`src/hw/ltc_pkg.sv`:
```
/*
 * Constants for the panel timing control block: register offsets, field positions,
 * reset values and bus response codes.
 * Assumes a 32-bit AXI4-Lite register bus with byte addresses.
 */
`default_nettype none
package ltc_pkg;
   // Register byte offsets
   localparam logic [7:0]  TIMING_OFFSET   = 8'h00;  // Panel timing control two
   localparam logic [7:0]  CONTROL_OFFSET  = 8'h04;  // Enable and display mode
   localparam logic [7:0]  STATUS_OFFSET   = 8'h08;  // Sticky bias count status
   // Timing register field positions
   localparam int          DIV_LSB         = 0;      // Pixel clock divider, 8 bits
   localparam int          PER_LSB         = 8;      // Bias toggle period, 8 bits
   localparam int          TPI_LSB         = 16;     // Transitions per irq, 4 bits
   localparam int          FS_INV_BIT      = 20;     // Frame sync invert
   localparam int          LS_INV_BIT      = 21;     // Line sync invert
   localparam int          PC_INV_BIT      = 22;     // Pixel clock invert
   localparam int          OE_INV_BIT      = 23;     // Output enable invert
   localparam int          SEL_BIT         = 24;     // Sync edge select
   localparam int          ON_BIT          = 25;     // Sync edge control on
   localparam int          FIELD_W         = 26;     // Writable width
   localparam logic [31:0] RSVD_ONES       = 32'hfc000000; // Reserved bits read as ones
   // Control and status field positions
   localparam int          ENABLE_BIT      = 0;      // Controller enable
   localparam int          ACTIVE_BIT      = 1;      // Active display select
   localparam int          COUNT_BIT       = 0;      // Bias count status
   // Reset values
   localparam logic [25:0] TIMING_RESET    = 26'h0000000;
   localparam logic [1:0]  CONTROL_RESET   = 2'h0;
   // Divider floor
   localparam logic [7:0]  DIV_MIN         = 8'h02;
   // Bus responses
   localparam logic [1:0]  RESP_OKAY       = 2'h0;
   localparam logic [1:0]  RESP_SLVERR     = 2'h2;
endpackage
`default_nettype wire

```
`src/hw/ltc_pixel_divider.sv`:
```
/*
 * Pixel clock divider: divides the controller clock by the divider field.
 * Assumes the divider value only changes while run is low.
 */
`default_nettype none
module ltc_pixel_divider #(
   parameter int W = 8                     // Divider field width
) (
   input  wire logic         aclk,         // Controller clock
   input  wire logic         aresetn,      // Synchronous reset, active low
   input  wire logic         run,          // Divider runs while high
   input  wire logic [W-1:0] divider,      // Division ratio
   output logic              pclk_ff,      // Pixel clock level
   output logic              rise,         // Pixel clock rises next edge
   output logic              fall          // Pixel clock falls next edge
);
   logic [W-1:0] cnt_ff;                   // Phase counter
   logic [W-1:0] ratio;                    // Ratio clamped to the floor
   logic [W-1:0] half;                     // Phase of the falling edge

   // Values below the floor act as the floor
   assign ratio = (divider < ltc_pkg::DIV_MIN) ? W'(ltc_pkg::DIV_MIN) : divider;
   assign half  = ratio >> 1;
   // Edge strobes lead the pixel clock by one cycle
   assign rise  = run && (cnt_ff == '0);
   assign fall  = run && (cnt_ff == half);

   // Phase counter wraps after ratio cycles
   always_ff @(posedge aclk) begin
      if (!aresetn || !run) begin
         cnt_ff <= '0;
      end else if (cnt_ff == ratio - 1'b1) begin
         cnt_ff <= '0;
      end else begin
         cnt_ff <= cnt_ff + 1'b1;
      end
   end

   // Pixel clock level follows the strobes
   always_ff @(posedge aclk) begin
      if (!aresetn || !run) begin
         pclk_ff <= 1'b0;
      end else if (rise) begin
         pclk_ff <= 1'b1;
      end else if (fall) begin
         pclk_ff <= 1'b0;
      end
   end
endmodule
`default_nettype wire

```
`src/hw/ltc_timing_two.sv`:
```
/*
 * Panel timing control: the second timing register, its AXI4-Lite slave, sync
 * polarity and edge alignment, ac-bias generation and transition counting.
 * Assumes the horizontal and vertical timing logic on the same clock supplies
 * the raw sync requests, the first-line flag and the pixel data valid level.
 */
// Implementation choices: the placing of the registers and the AXI4-Lite register port.
`default_nettype none
// Overview of operation
// - Reserved top bits ignore writes, read ones
// - Default: syncs on edge opposite data
// - Edge control on: select picks fall/rise
// - Explicit edge control only in active mode
// - Active mode: output enable polarity bit
// - Pixel clock invert picks data launch edge
// - Line sync polarity from invert bit
// - Line sync pulses between lines
// - Frame sync polarity from invert bit
// - Active: frame sync between frames
// - Passive: frame sync held first line
// - Count bias transitions, then set status
// - Counter frozen while status set
// - Zero count field disables status setting
// - Bias toggles every period plus one line clocks
// - Pixel clock is controller clock divided
// - Active: bias output acts as enable
// - Status sticky, write one clears
module ltc_timing_two (
   input  wire logic        aclk,             // Controller clock
   input  wire logic        aresetn,          // Synchronous reset, active low
   input  wire logic [7:0]  awaddr,           // Write address
   input  wire logic [2:0]  awprot,           // Write protection, unused
   input  wire logic        awvalid,          // Write address valid
   output logic             awready,          // Write address ready
   input  wire logic [31:0] wdata,            // Write data
   input  wire logic [3:0]  wstrb,            // Write byte strobes
   input  wire logic        wvalid,           // Write data valid
   output logic             wready,           // Write data ready
   output logic [1:0]       bresp,            // Write response
   output logic             bvalid,           // Write response valid
   input  wire logic        bready,           // Write response ready
   input  wire logic [7:0]  araddr,           // Read address
   input  wire logic [2:0]  arprot,           // Read protection, unused
   input  wire logic        arvalid,          // Read address valid
   output logic             arready,          // Read address ready
   output logic [31:0]      rdata,            // Read data
   output logic [1:0]       rresp,            // Read response
   output logic             rvalid,           // Read data valid
   input  wire logic        rready,           // Read data ready
   input  wire logic        line_sync_req,    // Raw line sync from line timing
   input  wire logic        frame_sync_req,   // Raw frame sync from frame timing
   input  wire logic        first_line,       // High during first line of frame
   input  wire logic        pixel_data_valid, // Pixel data driven this pixel
   output logic             pixel_clock_out,  // Pixel clock pin
   output logic             data_launch,      // Data launched with this pclk edge
   output logic             line_sync_out,    // Line sync pin
   output logic             frame_sync_out,   // Frame sync pin
   output logic             bias_out,         // Ac-bias pin
   output logic             bias_count_status // Sticky count status flag
);
   logic [25:0] timing_ff;        // Writable timing fields
   logic [1:0]  control_ff;       // Enable and mode
   logic        status_ff;        // Sticky bias count status
   logic        aw_held_ff;       // Write address captured
   logic [7:0]  awaddr_ff;        // Captured write address
   logic        w_held_ff;        // Write data captured
   logic [31:0] wdata_ff;         // Captured write data
   logic [3:0]  wstrb_ff;         // Captured strobes
   logic        bvalid_ff;        // Write response pending
   logic [1:0]  bresp_ff;         // Write response code
   logic        rvalid_ff;        // Read response pending
   logic [31:0] rdata_ff;         // Read data
   logic [1:0]  rresp_ff;         // Read response code
   logic        line_sync_ff;     // Line sync pin register
   logic        frame_sync_ff;    // Frame sync pin register
   logic        bias_ff;          // Bias pin register
   logic        launch_ff;        // Data launch strobe register
   logic        line_req_d_ff;    // Delayed line request for edge detect
   logic [7:0]  period_cnt_ff;    // Line clock down counter
   logic [3:0]  trans_cnt_ff;     // Bias transition down counter
   logic        do_write;         // Both write halves held
   logic [31:0] wr_value;         // Merged write value
   logic        enable;           // Controller enable
   logic        active;           // Active display mode
   logic        rise;             // Pixel clock rises next edge
   logic        fall;             // Pixel clock falls next edge
   logic        data_edge;        // Data launch edge strobe
   logic        opp_edge;         // Edge opposite the data edge
   logic        sync_edge;        // Edge on which syncs change
   logic        frame_level;      // Frame sync before polarity
   logic        line_tick;        // One line clock
   logic        toggle_now;       // Bias period elapsed
   logic        nxt_bias;         // Next bias pin value
   logic        transition;       // Bias pin changes this edge
   logic        count_hit;        // Transition count reached
   logic        status_clear;     // Software clears status
   logic [3:0]  trans_n;          // Transitions per status
   logic        on_b;             // Sync edge control on
   logic        sel_b;            // Sync edge select
   logic        oe_inv;           // Output enable invert
   logic        pc_inv;           // Pixel clock invert
   logic        ls_inv;           // Line sync invert
   logic        fs_inv;           // Frame sync invert

   // Address decode shared by the read and write paths
   function automatic logic reg_hit(input logic [7:0] addr);
      reg_hit = (addr == ltc_pkg::TIMING_OFFSET) || (addr == ltc_pkg::CONTROL_OFFSET)
             || (addr == ltc_pkg::STATUS_OFFSET);
   endfunction

   // Merge write data into an old word under the byte strobes
   function automatic logic [31:0] merge(input logic [31:0] old_v,
                                         input logic [31:0] new_v,
                                         input logic [3:0]  strb);
      logic [31:0] res;
      res = old_v;
      for (int i = 0; i < 4; i++) begin
         if (strb[i]) begin
            res[i*8 +: 8] = new_v[i*8 +: 8];
         end
      end
      merge = res;
   endfunction

   // Field views
   assign enable = control_ff[ltc_pkg::ENABLE_BIT];
   assign active = control_ff[ltc_pkg::ACTIVE_BIT];
   assign trans_n = timing_ff[ltc_pkg::TPI_LSB +: 4];
   assign on_b    = timing_ff[ltc_pkg::ON_BIT];
   assign sel_b   = timing_ff[ltc_pkg::SEL_BIT];
   assign oe_inv  = timing_ff[ltc_pkg::OE_INV_BIT];
   assign pc_inv  = timing_ff[ltc_pkg::PC_INV_BIT];
   assign ls_inv  = timing_ff[ltc_pkg::LS_INV_BIT];
   assign fs_inv  = timing_ff[ltc_pkg::FS_INV_BIT];

   // Bus handshakes; one write and one read at a time
   assign awready  = !aw_held_ff && !bvalid_ff;
   assign wready   = !w_held_ff && !bvalid_ff;
   assign arready  = !rvalid_ff;
   assign do_write = aw_held_ff && w_held_ff && !bvalid_ff;
   assign wr_value = merge(ltc_pkg::RSVD_ONES | {6'h00, timing_ff}, wdata_ff, wstrb_ff);
   assign bvalid   = bvalid_ff;
   assign bresp    = bresp_ff;
   assign rvalid   = rvalid_ff;
   assign rdata    = rdata_ff;
   assign rresp    = rresp_ff;

   // Write address capture
   always_ff @(posedge aclk) begin
      if (!aresetn) begin
         aw_held_ff <= 1'b0;
         awaddr_ff  <= 8'h00;
      end else if (awvalid && awready) begin
         aw_held_ff <= 1'b1;
         awaddr_ff  <= awaddr;
      end else if (do_write) begin
         aw_held_ff <= 1'b0;
      end
   end

   // Write data capture
   always_ff @(posedge aclk) begin
      if (!aresetn) begin
         w_held_ff <= 1'b0;
         wdata_ff  <= 32'h00000000;
         wstrb_ff  <= 4'h0;
      end else if (wvalid && wready) begin
         w_held_ff <= 1'b1;
         wdata_ff  <= wdata;
         wstrb_ff  <= wstrb;
      end else if (do_write) begin
         w_held_ff <= 1'b0;
      end
   end

   // Write response; unmapped addresses answer with a slave error
   always_ff @(posedge aclk) begin
      if (!aresetn) begin
         bvalid_ff <= 1'b0;
         bresp_ff  <= ltc_pkg::RESP_OKAY;
      end else if (do_write) begin
         bvalid_ff <= 1'b1;
         bresp_ff  <= reg_hit(awaddr_ff) ? ltc_pkg::RESP_OKAY : ltc_pkg::RESP_SLVERR;
      end else if (bready) begin
         bvalid_ff <= 1'b0;
      end
   end

   // Timing and control registers; reserved bits are dropped on write
   always_ff @(posedge aclk) begin
      if (!aresetn) begin
         timing_ff  <= ltc_pkg::TIMING_RESET;
         control_ff <= ltc_pkg::CONTROL_RESET;
      end else if (do_write && awaddr_ff == ltc_pkg::TIMING_OFFSET) begin
         timing_ff  <= wr_value[ltc_pkg::FIELD_W-1:0];
      end else if (do_write && awaddr_ff == ltc_pkg::CONTROL_OFFSET && wstrb_ff[0]) begin
         control_ff <= wdata_ff[1:0];
      end
   end

   // Read path; reserved timing bits read as ones
   always_ff @(posedge aclk) begin
      if (!aresetn) begin
         rvalid_ff <= 1'b0;
         rdata_ff  <= 32'h00000000;
         rresp_ff  <= ltc_pkg::RESP_OKAY;
      end else if (arvalid && arready) begin
         rvalid_ff <= 1'b1;
         rresp_ff  <= reg_hit(araddr) ? ltc_pkg::RESP_OKAY : ltc_pkg::RESP_SLVERR;
         case (araddr)
            ltc_pkg::TIMING_OFFSET:  rdata_ff <= ltc_pkg::RSVD_ONES | {6'h00, timing_ff};
            ltc_pkg::CONTROL_OFFSET: rdata_ff <= {30'h00000000, control_ff};
            ltc_pkg::STATUS_OFFSET:  rdata_ff <= {31'h00000000, status_ff};
            default:                 rdata_ff <= 32'h00000000;
         endcase
      end else if (rready) begin
         rvalid_ff <= 1'b0;
      end
   end

   // Pixel clock generation
   ltc_pixel_divider #(
      .W       (8)
   ) ltc_pixel_divider_i (
      .aclk    (aclk),
      .aresetn (aresetn),
      .run     (enable),
      .divider (timing_ff[ltc_pkg::DIV_LSB +: 8]),
      .pclk_ff (pixel_clock_out),
      .rise    (rise),
      .fall    (fall)
   );

   // Edge selection for data and syncs
   assign data_edge = pc_inv ? fall : rise;
   assign opp_edge  = pc_inv ? rise : fall;
   assign sync_edge = (on_b && active) ? (sel_b ? rise : fall)
                                       : opp_edge;
   // Passive mode frame clock covers the first line
   assign frame_level = active ? frame_sync_req : first_line;

   // Data launch strobe, aligned with the pixel clock edge
   always_ff @(posedge aclk) begin
      if (!aresetn) begin
         launch_ff <= 1'b0;
      end else begin
         launch_ff <= enable && data_edge;
      end
   end
   assign data_launch = launch_ff;

   // Line sync pin: pulse between lines, polarity applied
   always_ff @(posedge aclk) begin
      if (!aresetn) begin
         line_sync_ff <= 1'b0;
      end else if (!enable) begin
         line_sync_ff <= ls_inv;
      end else if (sync_edge) begin
         line_sync_ff <= line_sync_req ^ ls_inv;
      end
   end
   assign line_sync_out = line_sync_ff;

   // Frame sync pin: polarity applied
   always_ff @(posedge aclk) begin
      if (!aresetn) begin
         frame_sync_ff <= 1'b0;
      end else if (!enable) begin
         frame_sync_ff <= fs_inv;
      end else if (sync_edge) begin
         frame_sync_ff <= frame_level ^ fs_inv;
      end
   end
   assign frame_sync_out = frame_sync_ff;

   // Line clock edge detect for the bias period
   always_ff @(posedge aclk) begin
      if (!aresetn) begin
         line_req_d_ff <= 1'b0;
      end else begin
         line_req_d_ff <= line_sync_req;
      end
   end
   assign line_tick  = enable && line_sync_req && !line_req_d_ff;
   assign toggle_now = line_tick && (period_cnt_ff == 8'h00);

   // Bias period down counter, reloaded after each toggle
   always_ff @(posedge aclk) begin
      if (!aresetn) begin
         period_cnt_ff <= 8'h00;
      end else if (!enable || toggle_now) begin
         period_cnt_ff <= timing_ff[ltc_pkg::PER_LSB +: 8];
      end else if (line_tick) begin
         period_cnt_ff <= period_cnt_ff - 8'h01;
      end
   end

   // Bias pin: enable in active mode, periodic toggle in passive mode
   always_comb begin
      nxt_bias = bias_ff;
      if (!enable) begin
         nxt_bias = active && oe_inv;
      end else if (active) begin
         if (data_edge) begin
            nxt_bias = pixel_data_valid ^ oe_inv;
         end
      end else if (toggle_now) begin
         nxt_bias = !bias_ff;
      end
   end

   // Bias pin register
   always_ff @(posedge aclk) begin
      if (!aresetn) begin
         bias_ff <= 1'b0;
      end else begin
         bias_ff <= nxt_bias;
      end
   end
   assign bias_out = bias_ff;

   // Transition counting toward the status flag
   assign transition = enable && (nxt_bias != bias_ff);
   assign count_hit  = transition && (trans_n != 4'h0) && !status_ff
                    && (trans_cnt_ff == 4'h1);
   assign status_clear = do_write && awaddr_ff == ltc_pkg::STATUS_OFFSET
                      && wstrb_ff[0] && wdata_ff[ltc_pkg::COUNT_BIT];

   // Transition down counter; held at the reload value while status is set
   always_ff @(posedge aclk) begin
      if (!aresetn) begin
         trans_cnt_ff <= 4'h0;
      end else if (!enable || status_ff || count_hit) begin
         trans_cnt_ff <= trans_n;
      end else if (transition && trans_n != 4'h0) begin
         trans_cnt_ff <= trans_cnt_ff - 4'h1;
      end
   end

   // Sticky status; a new hit wins over a clear in the same cycle
   always_ff @(posedge aclk) begin
      if (!aresetn) begin
         status_ff <= 1'b0;
      end else if (count_hit) begin
         status_ff <= 1'b1;
      end else if (status_clear) begin
         status_ff <= 1'b0;
      end
   end
   assign bias_count_status = status_ff;
endmodule
`default_nettype wire

```
`config.mk`:
```
export PLATFORM = sky130hd
export DESIGN_NAME = ltc_timing_two
export DESIGN_NICKNAME = d
export VERILOG_FILES = /design/src/hw/ltc_pkg.sv /design/src/hw/ltc_pixel_divider.sv /design/src/hw/ltc_timing_two.sv
export SDC_FILE = /design/constraint.sdc
export NUM_CORES = 1
export LEC_CHECK = 0
export ABC_AREA = 1
export BUFFER_PORTS_ARGS = -buffer_cell sky130_fd_sc_hd__buf_2
export CORE_MARGIN = 2
export CORE_UTILIZATION = 55
export CTS_CLUSTER_DIAMETER = 200
export DETAILED_ROUTE_END_ITERATION = 12
export PLACE_DENSITY_LB_ADDON = 0.15
export SYNTH_ARGS = -nofsm -noshare
export SYNTH_HDL_FRONTEND = slang
export SYNTH_SLANG_ARGS = --single-unit
```
`constraint.sdc`:
```
create_clock -name aclk -period 3.2 [get_ports aclk]
set_input_delay 0.64 -clock aclk [delete_from_list [all_inputs] [get_ports aclk]]
set_output_delay 0.64 -clock aclk [all_outputs]
set_load 0.1 [all_outputs]
```
**Word-level counts from Yosys, hierarchy flattened**

Cells that the tools add are included.

- Bitwise logic cells: 4
- Order comparisons: 1
- Eq/ne operators: 9
- Mux-type cells: 32
- Reductions and logical operators: 61
- Add/sub/neg operators: 4

Operators by type and width:

| operator | count |
|---|---|
| one-hot mux 32 bit (3 select lines) | 1 |
| zero test 8 bit | 4 |
| logical AND 1 bit | 25 |
| two-way mux 1 bit | 24 |
| two-way mux 8 bit | 3 |
| equality test 8 x 3 -> 1 bit, second input constant | 2 |
| equality test 8 x 4 -> 1 bit, second input constant | 2 |
| nonzero test 2 bit | 8 |
| subtractor 8 x 1 -> 8 bit, second input constant | 2 |
| AND reduction 2 bit | 5 |
| zero test 1 bit | 9 |
| adder 8 x 1 -> 8 bit, second input constant | 1 |
| equality test 8 x 7 -> 1 bit | 1 |
| equality test 8 bit | 1 |
| logical OR 1 bit | 8 |
| < comparator 8 x 2 -> 1 bit, second input constant | 1 |
| two-way mux 4 bit | 2 |
| equality test 4 x 1 -> 1 bit, second input constant | 1 |
| two-way mux 2 bit | 2 |
| nonzero test 4 bit | 1 |
| subtractor 4 x 1 -> 4 bit, second input constant | 1 |
| XOR 1 bit | 3 |
| != test 2 x 1 -> 1 bit, second input constant | 1 |
| OR reduction 2 bit | 1 |
| other kinds (2) | 2 |

- Output and inout port bits: 47
- Bits in registers: 133
- Bits of input ports: 69
- Logic and storage cells: 136

**Logic depth before layout (Yosys ltp)**

Gate-level depths: netlist of the first run.

- Depth in word-level cells: 15
- Mapped depth: 20

**Modules after synthesis**

Synthesis of the first run repeated with hierarchy kept, for this count alone.

- Cell total of the unflattened synthesis: 780
- Area total of the unflattened synthesis: 5740.5 um^2

Modules (own cells, without submodules):

| module | instances | area each (um^2) | cells each |
|---|---|---|---|
| ltc_timing_two | 1 | 4885.9 | 644 |
| ltc_pixel_divider | 1 | 854.6 | 136 |

**Worst setup path before layout of the first run**

Ideal clock, no wire load.

- Path kind: reg2reg
- Start: reg bvalid_ff, in the netlist bvalid
- End: reg wdata_ff[10]
- Stages on the path, launching flop included: 7
- Path slack: -0.026 ns
- Period minus slack after synthesis: 3.226 ns
- Path buffers: 1
- Arrival time: 3.161 ns
- Cells stage by stage: dfxtp_1 nor2_1 nand2_1 clkinv_1 clkbuf_1 nor2_1 nor2_1

- Cells in the longest elaborated chain, start to end: 3

Ends and longest elaborated chain:

| item | RTL line | source |
|---|---|---|
| from (decl) | ltc_timing_two.sv:69 | `logic bvalid_ff;` |
| from (signal assigned) | ltc_timing_two.sv:179 | `bvalid_ff <= 1'b0;` |
| from (signal assigned) | ltc_timing_two.sv:182 | `bvalid_ff <= 1'b1;` |
| from (signal assigned) | ltc_timing_two.sv:185 | `bvalid_ff <= 1'b0;` |
| zero test 1 bit | ltc_timing_two.sv:138 | `assign wready = !w_held_ff && !bvalid_ff;` |
| logical AND 1 bit | ltc_timing_two.sv:138 |  |
| net wready | ltc_timing_two.sv:38 | `output logic wready,` |
| logical AND 1 bit | ltc_timing_two.sv:167 | `end else if (wvalid && wready) begin` |
| to (signal assigned) | ltc_timing_two.sv:169 | `wdata_ff <= wdata;` |
| to (decl) | ltc_timing_two.sv:67 | `logic [31:0] wdata_ff;` |

The timed path passes the listed nets, and every way through them passes these cells.
A chain may end at the register's enable or synchronous reset.

**Final worst setup path of the first run**

- Start: reg timing_ff[3]
- End: reg ltc_pixel_divider_i.cnt_ff[4]

- Cells in the longest elaborated chain, start to end: 5

Ends and longest elaborated chain:

| item | RTL line | source |
|---|---|---|
| from (decl) | ltc_timing_two.sv:61 | `logic [25:0] timing_ff;` |
| from (signal assigned) | ltc_timing_two.sv:192 | `timing_ff <= ltc_pkg::TIMING_RESET;` |
| from (signal assigned) | ltc_timing_two.sv:195 | `timing_ff <= wr_value[ltc_pkg::FIELD_W-1:0];` |
| < comparator 8 x 2 -> 1 bit | ltc_pixel_divider.sv:22 | `assign ratio = (divider < ltc_pkg::DIV_MIN) ? W'(ltc_pkg::DIV_MIN) : divider;` |
| two-way mux 8 bit * | ltc_pixel_divider.sv:22 |  |
| subtractor 8 x 1 -> 8 bit * | ltc_pixel_divider.sv:32 | `end else if (cnt_ff == ratio - 1'b1) begin` |
| equality test 8 bit * | ltc_pixel_divider.sv:32 |  |
| OR reduction 2 bit (no line) * | n/a |  |
| to (signal assigned) | ltc_pixel_divider.sv:35 | `cnt_ff <= cnt_ff + 1'b1;` |
| to (decl) | ltc_pixel_divider.sv:17 | `logic [W-1:0] cnt_ff;` |

Every way passes the cells marked *; elsewhere a longest branch is shown, timed or not.

==> flow_summary.ini, run 1 <==
[sta]
tightestPinTransition_ns = 0.932
totalNegativeSetupSlack_ns = 0
report.final.slew_viol_count = 0
rsz0062_at_grt = no
clock.fmax_mhz = 388
min_period_over_period_pct = 80.5
period_needed_ns = 2.58
worst_clock_skew_ns = 0.00665
timing.slew.headroom_pct = 37.8
report.final.hold_viol_count = 0
timing.final.setup_violations = 0
timing.hold.ws_ns = 0.357
final.setup.worst_slack_ns = 0.623

[grt]
grt_max_degree = 54
grt-ovfl-total = 0
globalRouteTotalUtil_pct = 26.7
grt_pass1_wl_mm = 23.7
via_count_of_the_first_global_routing_pass = 5037
grt_antenna_before_repair = 0

[yosys]
postSynth.topFlopCell = dfxtp_1
postSynthRegisterBits = 126
synth.area.mux_share_pct = 0
synth_compound_gate_area_share_pct = 14.9
synth_simple_gate_area_share_pct = 27.7
synthArstFlopShare_pct = 0
synth_area_per_cell_um2 = 7.38
netlist_instances = 768
synth_area_mm2 = 0.00567
sequential_fraction_of_the_synthesis_area_pct = 44.5
post_synth_edffs = 0
synth-xor-area-share_pct = 3.09
adder_and_majority_cell_fraction_of_the_synthesized_area_pct = 1.32
number_of_distinct_library_cells_after_synthesis = 45
synth-warning-count = 0
synth_top_family_by_area = simple AND/OR/NAND/NOR gates

[worst_setup_path]
slowest_delay_ns = 0.41
timing.critical_path.buf_inv = 2
capturing_point_of_the_worst_reg2reg_path = ltc_pixel_divider_i.cnt_ff[4]
setup_slack_on_the_worst_flop_to_flop_path_ns = 0.62
cell_depth_of_the_worst_setup_path = 14
critical-path-top-delay-family = simple AND/OR/NAND/NOR gates
timing.critical_path.arrival_ns = 2.98
worst_setup_path_start_kind = register
critical_path.max_fanout = 8
worstSetupPathType = reg2reg
critical_path.endpoint_type = register
cpMaxStageDelayCell = dfxtp_1
startpoint = timing_ff[3]
regToRegStartpoint = timing_ff[3]
required_worst_endpoint_ns = 3.60
endpoint = ltc_pixel_divider_i.cnt_ff[4]
reg2reg_depth = 14
critical_path.cell_chain = inv_1 -> nand2_1 -> nor2_1 -> a21oi_1 -> inv_1 -> ha_1 -> xnor2_1 -> xor2_1 -> nor4_1 -> nand4_1 -> a21oi_1 -> o211ai_1 -> nand2_1 -> nor2_1

[routing]
detail_route.vias_per_cell = 5.28
via_count = 5321
drt_first_pass_iters = 5
route.detailed.wl_per_inst_um = 14.0
route.detailed.drc = 0
route.antenna.remaining_nets = 0
routed_wirelength_mm = 14.1
detailedRoute.firstIterationViolations = 254

[power_and_ir_drop]
report.power.total_mw = 3.99
power.density_cell_area_mw_per_mm2 = 582
leakage_nw = 2.98
vdd.ir_drop.worst_mv = 0.370

[outcome]
outcome = complete, no violations

[cts]
hold_buffers = 0
cts.path.max_buffers = 2
cts-root-buf = clkbuf_8
clock_tree.htree_level_count = 4
numCtsBuffers = 17
cts.clk_slew.worst_paths_ns = 0.06
cts.sinks = 126
clock_latency_ns = 0.52
tritoncts_clock_tree = yes
post_cts_buffers = 0
cts_repair_resize_count = 0

[flow_run]
max_cap_viol_count = 0

[finish]
final_layout_size_suffix_gt1_share_pct = 19.2
num-fill-cells = 942
finish.net_count = 933
insertedDiodeCount = 0
finish.instance_area_mm2 = 0.00686
syn2layout_area_growth_pct = 21.0

[placed_design]
placed_inst_area_mm2 = 0.00623
placement.setup.worst_slack_ns = 0.683
gp_congestion = 0.864
hpwlAfterDp_mm = 10.1
placement.io_buffers = 101

[floorplanning]
initial_util_pct = 55.7
design.die.area_mm2 = 0.0111
top_level_ports = 116
floorplan.rows = 37
die_height_um = 106
design.core.area_mm2 = 0.0102
chipWidth_um = 106

[worst_hold_path]
hold_path.class = in2reg
whs_path_depth = 3
==> worst min-delay path by stage <==
stage / endpoint / from
global placement: rdata[2] / rdata[2]
CTS: line_req_d_ff / line_sync_req
floorplan: timing_ff[0] / wdata_ff[0]
finish: line_req_d_ff / line_sync_req
detailed placement: rdata[23] / rdata[23]
global route: line_req_d_ff / line_sync_req
==> worst reg2reg max path: stages (launching register included) <==
cell and delay [ns]:
dfxtp_1 0.41, inv_1 0.14, nand2_1 0.14, nor2_1 0.07, a21oi_1 0.21, inv_1 0.07
ha_1 0.22, xnor2_1 0.16, xor2_1 0.15, nor4_1 0.23, nand4_1 0.14, a21oi_1 0.13
o211ai_1 0.09, nand2_1 0.22, nor2_1 0.08
==> cell usage after synthesis, types with 2 or more instances <==
cell type	n	area, um2
a211oi_1	10	75.1
buf_4	8	60.1
xor2_1	14	123
inv_1	74	278
nor4_1	8	50.1
o21ai_0	53	265
ha_1	6	75.1
nor3_1	7	35.0
nand4_1	5	31.3
nand3_4	3	52.6
nor2_1	122	458
o31ai_1	3	22.5
clkinv_1	2	7.51
nand2_4	2	22.5
o211ai_1	5	37.5
nand2_2	5	31.3
a21oi_1	66	330
nor2_4	2	22.5
xnor2_1	6	52.6
nor4_2	2	25.0
dfxtp_1	126	2520
clkbuf_1	25	93.8
nand2_1	126	473
o22ai_1	4	25.0
nand3_2	4	40.0
inv_2	6	22.5
o221ai_1	3	26.3
nand3_1	54	270
==> sequential cells by signal, indices dropped and copies added, names as in the netlist, 2 cells and up <==
| signal | flops |
|---|---|
| wstrb_ff | 4 |
| awaddr_ff | 8 |
| rdata | 27 |
| wdata_ff | 26 |
| trans_cnt_ff | 4 |
| timing_ff | 26 |
| period_cnt_ff | 8 |
| ltc_pixel_divider_i.cnt_ff | 8 |
| control_ff | 2 |
==> area by class of cell <==
| cell class | count | area, um2 | share of cell area [%] |
|---|---|---|---|
| clock inverter | 15 | 218 | 3.17 |
| sequential | 126 | 2520 | 36.8 |
| clock buffer | 17 | 414 | 6.04 |
| timing repair buffer | 106 | 543 | 7.92 |
| inverter | 82 | 308 | 4.49 |
| multi-input combinational | 525 | 2690 | 39.1 |
| tap | 136 | 170 | 2.48 |
==> through the flow <==
stage          utilization (%)  cells
4_1_cts                   67.4   1007
3_5_place_dp              61.2    975
3_3_place_gp              61.2    975
5_1_grt                   67.4   1007
2_1_floorplan                -    769
6_report                  67.4   1007
==> where the power goes <==
| part | total [mW] | internal, mW | switching [mW] | leakage, nW |
|---|---|---|---|---|
| combinational | 0.289 | 0.0817 | 0.208 | 1.65 |
| clock | 2.05 | 1.34 | 0.705 | 0.312 |
| sequential | 1.66 | 1.62 | 0.0327 | 1.03 |
==> logic make-up (layout without fill, tap and decap cells) <==
logic type / count (synthesis) / count (layout)
compound gates: 152 / 152
xor+xnor: 20 / 20
fa+ha+maj: 6 / 6
buf+inv: 118 / 220
flops: 126 / 126
other cells: 1 / 2
simple gates: 345 / 345
==> cell usage in the layout, fill, tap and decap left out, types with 14 or more instances in the layout <==
master,n
dfxtp_1,126
buf_2,101
o21ai_0,53
nor2_1,121
a21oi_1,66
inv_1,74
nand2_1,126
xor2_1,14
clkbuf_16,16
nand3_1,54
==> routing by layer <==
metal / track usage (%) / vias to the layer above / part of all wire (%)
met5: 0 / - / 0
met4: 8.93 / 0 / 1.3
met3: 5.75 / 21 / 5.8
met2: 43.5 / 177 / 46
met1: 35.3 / 2433 / 47
li1: - / 2690 / -
(Power assumes the default switching activity.)
==> inputs of run 2 (changes only) <==
ABC_AREA = 0   (was 1)
clock period = 2.7 ns   (was 3.2 ns; I/O delays follow)
==> run 2 against run 1 <==
Net effect: the flow now finishes with violations (setup timing); cell count down 8.4%; clock power is 16% higher; worst setup slack got worse by 0.63 ns; total power rose by 16%; non-clock buffer count increased by 11; combinational power up 4%; fmax decreased by 4.7%; global-route usage fell by 2.0 points; largest power group unchanged.
==> flow_summary.ini, run 2 <==
[outcome]
outcome = finished, violations left
violations = setup timing

[finish]
final_common_cell = nand2_1
finish.net_count = 848
area.sequential_mm2 = 0.00252
final_layout_size_suffix_gt1_share_pct = 22.3
finish.instance_area_mm2 = 0.00715
num-fill-cells = 815
layout.cells.most_common_list = 140 x nand2_1, 124 x dfxtp_1, 101 x buf_2
multi_input_comb_area_mm2 = 0.00312
largest_reg_flops = 27
insertedDiodeCount = 0
syn2layout_area_growth_pct = 22.3
final_core_utilization_pct = 69.3

[worst_setup_path]
required_worst_endpoint_ns = 3.07
critical_path.endpoint_type = register
worst_setup_path_start_kind = register
worstSetupPathType = reg2reg
critical_path.max_fanout = 8
timing.critical_path.arrival_ns = 3.07

[sta]
tightestPinTransition_ns = 0.845
clock.fmax_mhz = 370
totalNegativeSetupSlack_ns = -0.00428
min_period_over_period_pct = 100
worst_clock_skew_ns = 0.00850
timing.slew.headroom_pct = 43.7
report.final.hold_viol_count = 0
report.final.slew_viol_count = 0
final.setup.worst_slack_ns = -0.00428
period_needed_ns = 2.70
timing.final.setup_violations = 1
rsz0062_at_grt = yes

[yosys]
netlist_instances = 691
sequential_fraction_of_the_synthesis_area_pct = 43.1
post_synth_edffs = 0
number_of_distinct_library_cells_after_synthesis = 58
synth_area_per_cell_um2 = 8.47
post-synth-top-area-cell = dfxtp_1
synth_largest_type_area_fraction_pct = 43.1
synth.area.top_cells = dfxtp_1 43%, nand2_1 9.0%, a21boi_0 8.3%, nor2b_1 3.6%, a22oi_1 3.2%
synth_top_cells_by_count = 140 x nand2_1, 126 x dfxtp_1, 65 x a21boi_0
postSynth.topFlopCell = dfxtp_1
most_common_cell_in_the_synthesized_netlist = nand2_1
synthArstFlopShare_pct = 0
synth-warning-count = 0
synth_area_mm2 = 0.00585
postSynthRegisterBits = 126

[cts]
cts.sinks = 126
clock_tree.htree_level_count = 4
hold_buffers = 0
cts-root-buf = clkbuf_8
numCtsBuffers = 17
tritoncts_clock_tree = yes
cts.clk_slew.worst_paths_ns = 0.06
clock_latency_ns = 0.52
cts.path.max_buffers = 2

[power_and_ir_drop]
leakage_nw = 2.76
power.switching_mw = 1.07
seq_power_share_pct = 42.0
clock_power_share_pct = 51.5
p_int_mw = 3.56
vdd.ir_drop.worst_mv = 0.336
report.power.total_mw = 4.63
power.switching_fraction_pct = 23.2
power.density_cell_area_mw_per_mm2 = 647
comb_power_share_pct = 6.5

[placed_design]
placed_inst_area_mm2 = 0.00642
hpwlAfterDp_mm = 9.62
placement.io_buffers = 101
gp_congestion = 0.872
placement.setup.worst_slack_ns = 0.00397

[routing]
route.detailed.drc = 0
detailedRoute.firstIterationViolations = 188
wirelength_met1_mm = 6.44
detailroute.wirelength.met2_mm = 6.27
route.antenna.remaining_nets = 0
detail_route.vias_per_cell = 5.54
via_count = 5111
routed_wirelength_mm = 13.6
highest_layer = met4
route.detailed.wl_per_inst_um = 14.8
met3WireLength_um = 750
drt_first_pass_iters = 4

[grt]
grt_antenna_before_repair = 0
via_count_of_the_first_global_routing_pass = 4826
grt_max_degree = 67
grt-ovfl-total = 0
grt_pass1_wl_mm = 22.6
globalRouteTotalUtil_pct = 24.7

[floorplanning]
design.core.area_mm2 = 0.0103
design.die.area_mm2 = 0.0115
die_height_um = 107
top_level_ports = 116
floorplan.rows = 37
chipWidth_um = 107
initial_util_pct = 56.7

[worst_hold_path]
hold_path.class = in2reg

[flow_run]
max_cap_viol_count = 0
## run 2: cell count changes in the layout (fill, tap and decap cells not counted), sizes merged, moves of 25 or more
cell    change
a21oi      -53
a21boi     +67
nor2b      +34
a22oi      +25
inv        -66
o21ai      -47
nor2      -100
## run 2: power groups by stage
stage	logic (mW)	clock network, mW	registers, mW
floorplan	0.195	0	2.00
global placement	0.295	0	1.98
detailed placement	0.302	0	1.98
CTS	0.303	2.42	1.94
global route	0.331	2.51	1.95
finish	0.301	2.38	1.94
## run 2: metrics by stage
stage	hold WS, ns	instances
5_1_grt	0.246	922
6_report	0.260	922
3_3_place_gp	0.448	887
4_1_cts	0.244	919
3_5_place_dp	0.456	887
2_1_floorplan	0.438	692
## run 2: routing by layer
| metal | global-route usage, % | up-vias |
|---|---|---|
| li1 | - | 2564 |
| met1 | 32.7 | 2394 |
| met2 | 39.2 | 141 |
| met3 | 5.84 | 12 |
| met4 | 8.91 | 0 |
| met5 | 0 | - |
## run 2: critical path, cell delays in order (launching register included)
cell and delay, ns:
dfxtp_2 0.32, or4_4 0.55, or3_4 0.44, o21ai_4 0.17
ha_4 0.21, xnor2_1 0.13, a211oi_2 0.18, o211ai_1 0.18
a21oi_4 0.17, buf_12 0.14, a211oi_1 0.06
## run 2: cell type report
class,count,area share [%]
Clock buffer,19,6.17
Timing Repair Buffer,117,9.09
Multi-Input combinational cell,496,43.6
Tap cell,136,2.38
Clock inverter,13,2.61
Sequential cell,126,35.3
Inverter,15,0.839
## run 2: worst paths after layout
check	start	end	slack (ns)	depth (start not counted)
setup / recovery	timing_ff[5]	ltc_pixel_divider_i.cnt_ff[6]	-0.004	10
hold / removal	arvalid	rvalid	0.26	2
setup reg to reg	timing_ff[5]	ltc_pixel_divider_i.cnt_ff[6]	-0.004	10
hold reg to reg	awaddr_ff[7]	awaddr_ff[7]	0.46	2
## run 2: timing repair
action	in CTS	in global routing
setup buffers	0	3
setup endpoints to repair	0	8
gates resized for setup	0	14
## run 2: cells by family (layout without fill, tap and decap cells)
family	Yosys count	count (layout)	synth area share [%]
simple gates	291	291	24.2
compound gates	159	159	20.3
flops	126	126	43.1
buf+inv	70	164	5.03
xor+xnor	27	27	4.04
mux	10	10	1.71
fa+ha+maj	7	7	1.48
other cells	1	2	0.0641
==> inputs of run 3 (changes only) <==
CORE_UTILIZATION = 50   (was 55)
==> run 3 against run 2 <==
Net effect: the run now ends clean; register-to-register slack better by 0.04 ns; utilization down 7.4 points; combinational power about the same; critical path type unchanged; highest routed layer unchanged.
==> flow_summary.ini, run 3 (synthesis gave the netlist of run 2 again) <==
[outcome]
outcome = complete, no violations

[routing]
detail_route.vias_per_cell = 5.51
detailedRoute.firstIterationViolations = 284
route.antenna.remaining_nets = 0
route.detailed.wl_per_inst_um = 15.1
drt_first_pass_iters = 4
route.detailed.drc = 0
routed_wirelength_mm = 14.0
via_count = 5122

[power_and_ir_drop]
p_int_mw = 3.39
leakage_nw = 2.73
power.switching_mw = 1.05
clock_power_share_pct = 49.4
seq_power_share_pct = 43.9
power.density_cell_area_mw_per_mm2 = 627
comb_power_share_pct = 6.8
vdd.ir_drop.worst_mv = 0.539
power.switching_fraction_pct = 23.6

[floorplanning]
chipWidth_um = 112
top_level_ports = 116
design.core.area_mm2 = 0.0114
floorplan.rows = 39
design.die.area_mm2 = 0.0126
die_height_um = 112
initial_util_pct = 51.2

[grt]
grt-ovfl-total = 0
grt_antenna_before_repair = 0
grt_max_degree = 59
grt_busiest_layer = met2
via_count_of_the_first_global_routing_pass = 4724
globalRouteTotalUtil_pct = 22.3
gr-usage-met2_pct = 33.5
met3_usage_pct = 6.10
grtUsageMet1_pct = 30.8
grt_pass1_wl_mm = 22.8

[worst_setup_path]
regToRegStartpoint = timing_ff[5]
critical_path.endpoint_type = register
worst_setup_path_start_kind = register
worstSetupPathType = reg2reg
critical_path.cell_chain = or4_4 -> or3_4 -> o21ai_2 -> ha_2 -> xnor2_1 -> a211oi_1 -> o211ai_1 -> a21oi_4 -> buf_12 -> a211oi_2
endpoint = ltc_pixel_divider_i.cnt_ff[3]
critical_path.max_fanout = 8
startpoint = timing_ff[5]
reg2reg_depth = 10
cpMaxStageDelayCell = or4_4
required_worst_endpoint_ns = 2.95
setup_slack_on_the_worst_flop_to_flop_path_ns = 0.03
capturing_point_of_the_worst_reg2reg_path = ltc_pixel_divider_i.cnt_ff[3]
timing.critical_path.arrival_ns = 2.92
slowest_delay_ns = 0.56

[cts]
tritoncts_clock_tree = yes
cts.path.max_buffers = 2
numCtsBuffers = 17
cts.sinks = 126
hold_buffers = 0
clock_latency_ns = 0.41
cts.clk_slew.worst_paths_ns = 0.05
cts-root-buf = clkbuf_16
clock_tree.htree_level_count = 4

[finish]
layout.cells.most_common_list = 140 x nand2_1, 125 x dfxtp_1, 101 x buf_2
multi_input_comb_area_mm2 = 0.00309
largest_reg_flops = 27
area.sequential_mm2 = 0.00252
insertedDiodeCount = 0
syn2layout_area_growth_pct = 20.9
num-fill-cells = 1002
finish.net_count = 848
final_common_cell = nand2_1
final_cells = 929
final_layout_size_suffix_gt1_share_pct = 21.4

[placed_design]
placement.setup.worst_slack_ns = 0.0179
hpwlAfterDp_mm = 9.72
numPlacedInstances = 896
gp_congestion = 0.853
placement.io_buffers = 101

[flow_run]
max_cap_viol_count = 0

[sta]
report.final.hold_viol_count = 0
clock.fmax_mhz = 375
timing.final.setup_violations = 0
worst_clock_skew_ns = 0.00532
min_period_over_period_pct = 98.8
timing.slew.headroom_pct = 39.2
tightestPinTransition_ns = 0.912
period_needed_ns = 2.67
report.final.slew_viol_count = 0
final.setup.worst_slack_ns = 0.0328

[worst_hold_path]
hold_path.class = in2reg
## run 3: timing repair
item,4_1_cts,5_1_grt
buffers inserted,0,1
setup endpoints to repair,0,8
resized for setup,0,9
## run 3: layer usage
metal	wire (um)	up-vias	part of all wire, %
met4	277	0	2.0
met5	0	-	0
li1	-	2564	-
met3	972	23	6.9
met2	6170	170	44
met1	6580	2365	47
## run 3: power groups by stage
stage               sequential (mW)  combinational, mW  clock, mW
finish                         1.94              0.301       2.19
global route                   1.95              0.331       2.30
CTS                            1.94              0.303       2.22
detailed placement             1.98              0.301          0
global placement               1.98              0.296          0
floorplan                      2.00              0.195          0
## run 3: per-stage QoR
step           setup TNS, ns  hold slack, ns  total power, mW  instance area [um2]  utilization (%)
2_1_floorplan              0           0.438             2.19                 5860                -
3_3_place_gp               0           0.450             2.28                 6450             56.5
3_5_place_dp               0           0.457             2.28                 6450             56.5
4_1_cts                    0           0.353             4.47                 7020             61.5
5_1_grt               -0.405           0.366             4.58                 7070             61.9
6_report                   0           0.367             4.43                 7070             61.9
## run 3: worst min-delay path by stage
stage / start / slack (ns) / end / cells after the start
2_1_floorplan: awaddr_ff[6] / 0.44 / awaddr_ff[6] / 2
3_3_place_gp: awaddr_ff[6] / 0.45 / awaddr_ff[6] / 2
3_5_place_dp: wdata_ff[7] / 0.46 / wdata_ff[7] / 2
4_1_cts: arvalid / 0.35 / rvalid / 2
5_1_grt: awaddr[4] / 0.37 / awaddr_ff[4] / 3
6_report: arvalid / 0.37 / rvalid / 2
## run 3: final cells by class
cell class | instances | area share, %
inverters | 15 | 0.849
flip-flops and latches | 126 | 35.7
multi-input cells | 496 | 43.7
repair buffers | 117 | 9.20
well taps | 143 | 2.53
clock buffers | 22 | 6.42
clock inverters | 10 | 1.63
## run 3: critical path, delay by kind of cell (launching register included)
kind	cells	cell delay [ns]
xor gates and xnor gates	1	0.13
adders and majority gates	1	0.30
DFF	1	0.31
AOI/OAI and AO/OA	5	0.71
buffers and inverters	1	0.14
and+or+nand+nor	2	0.93
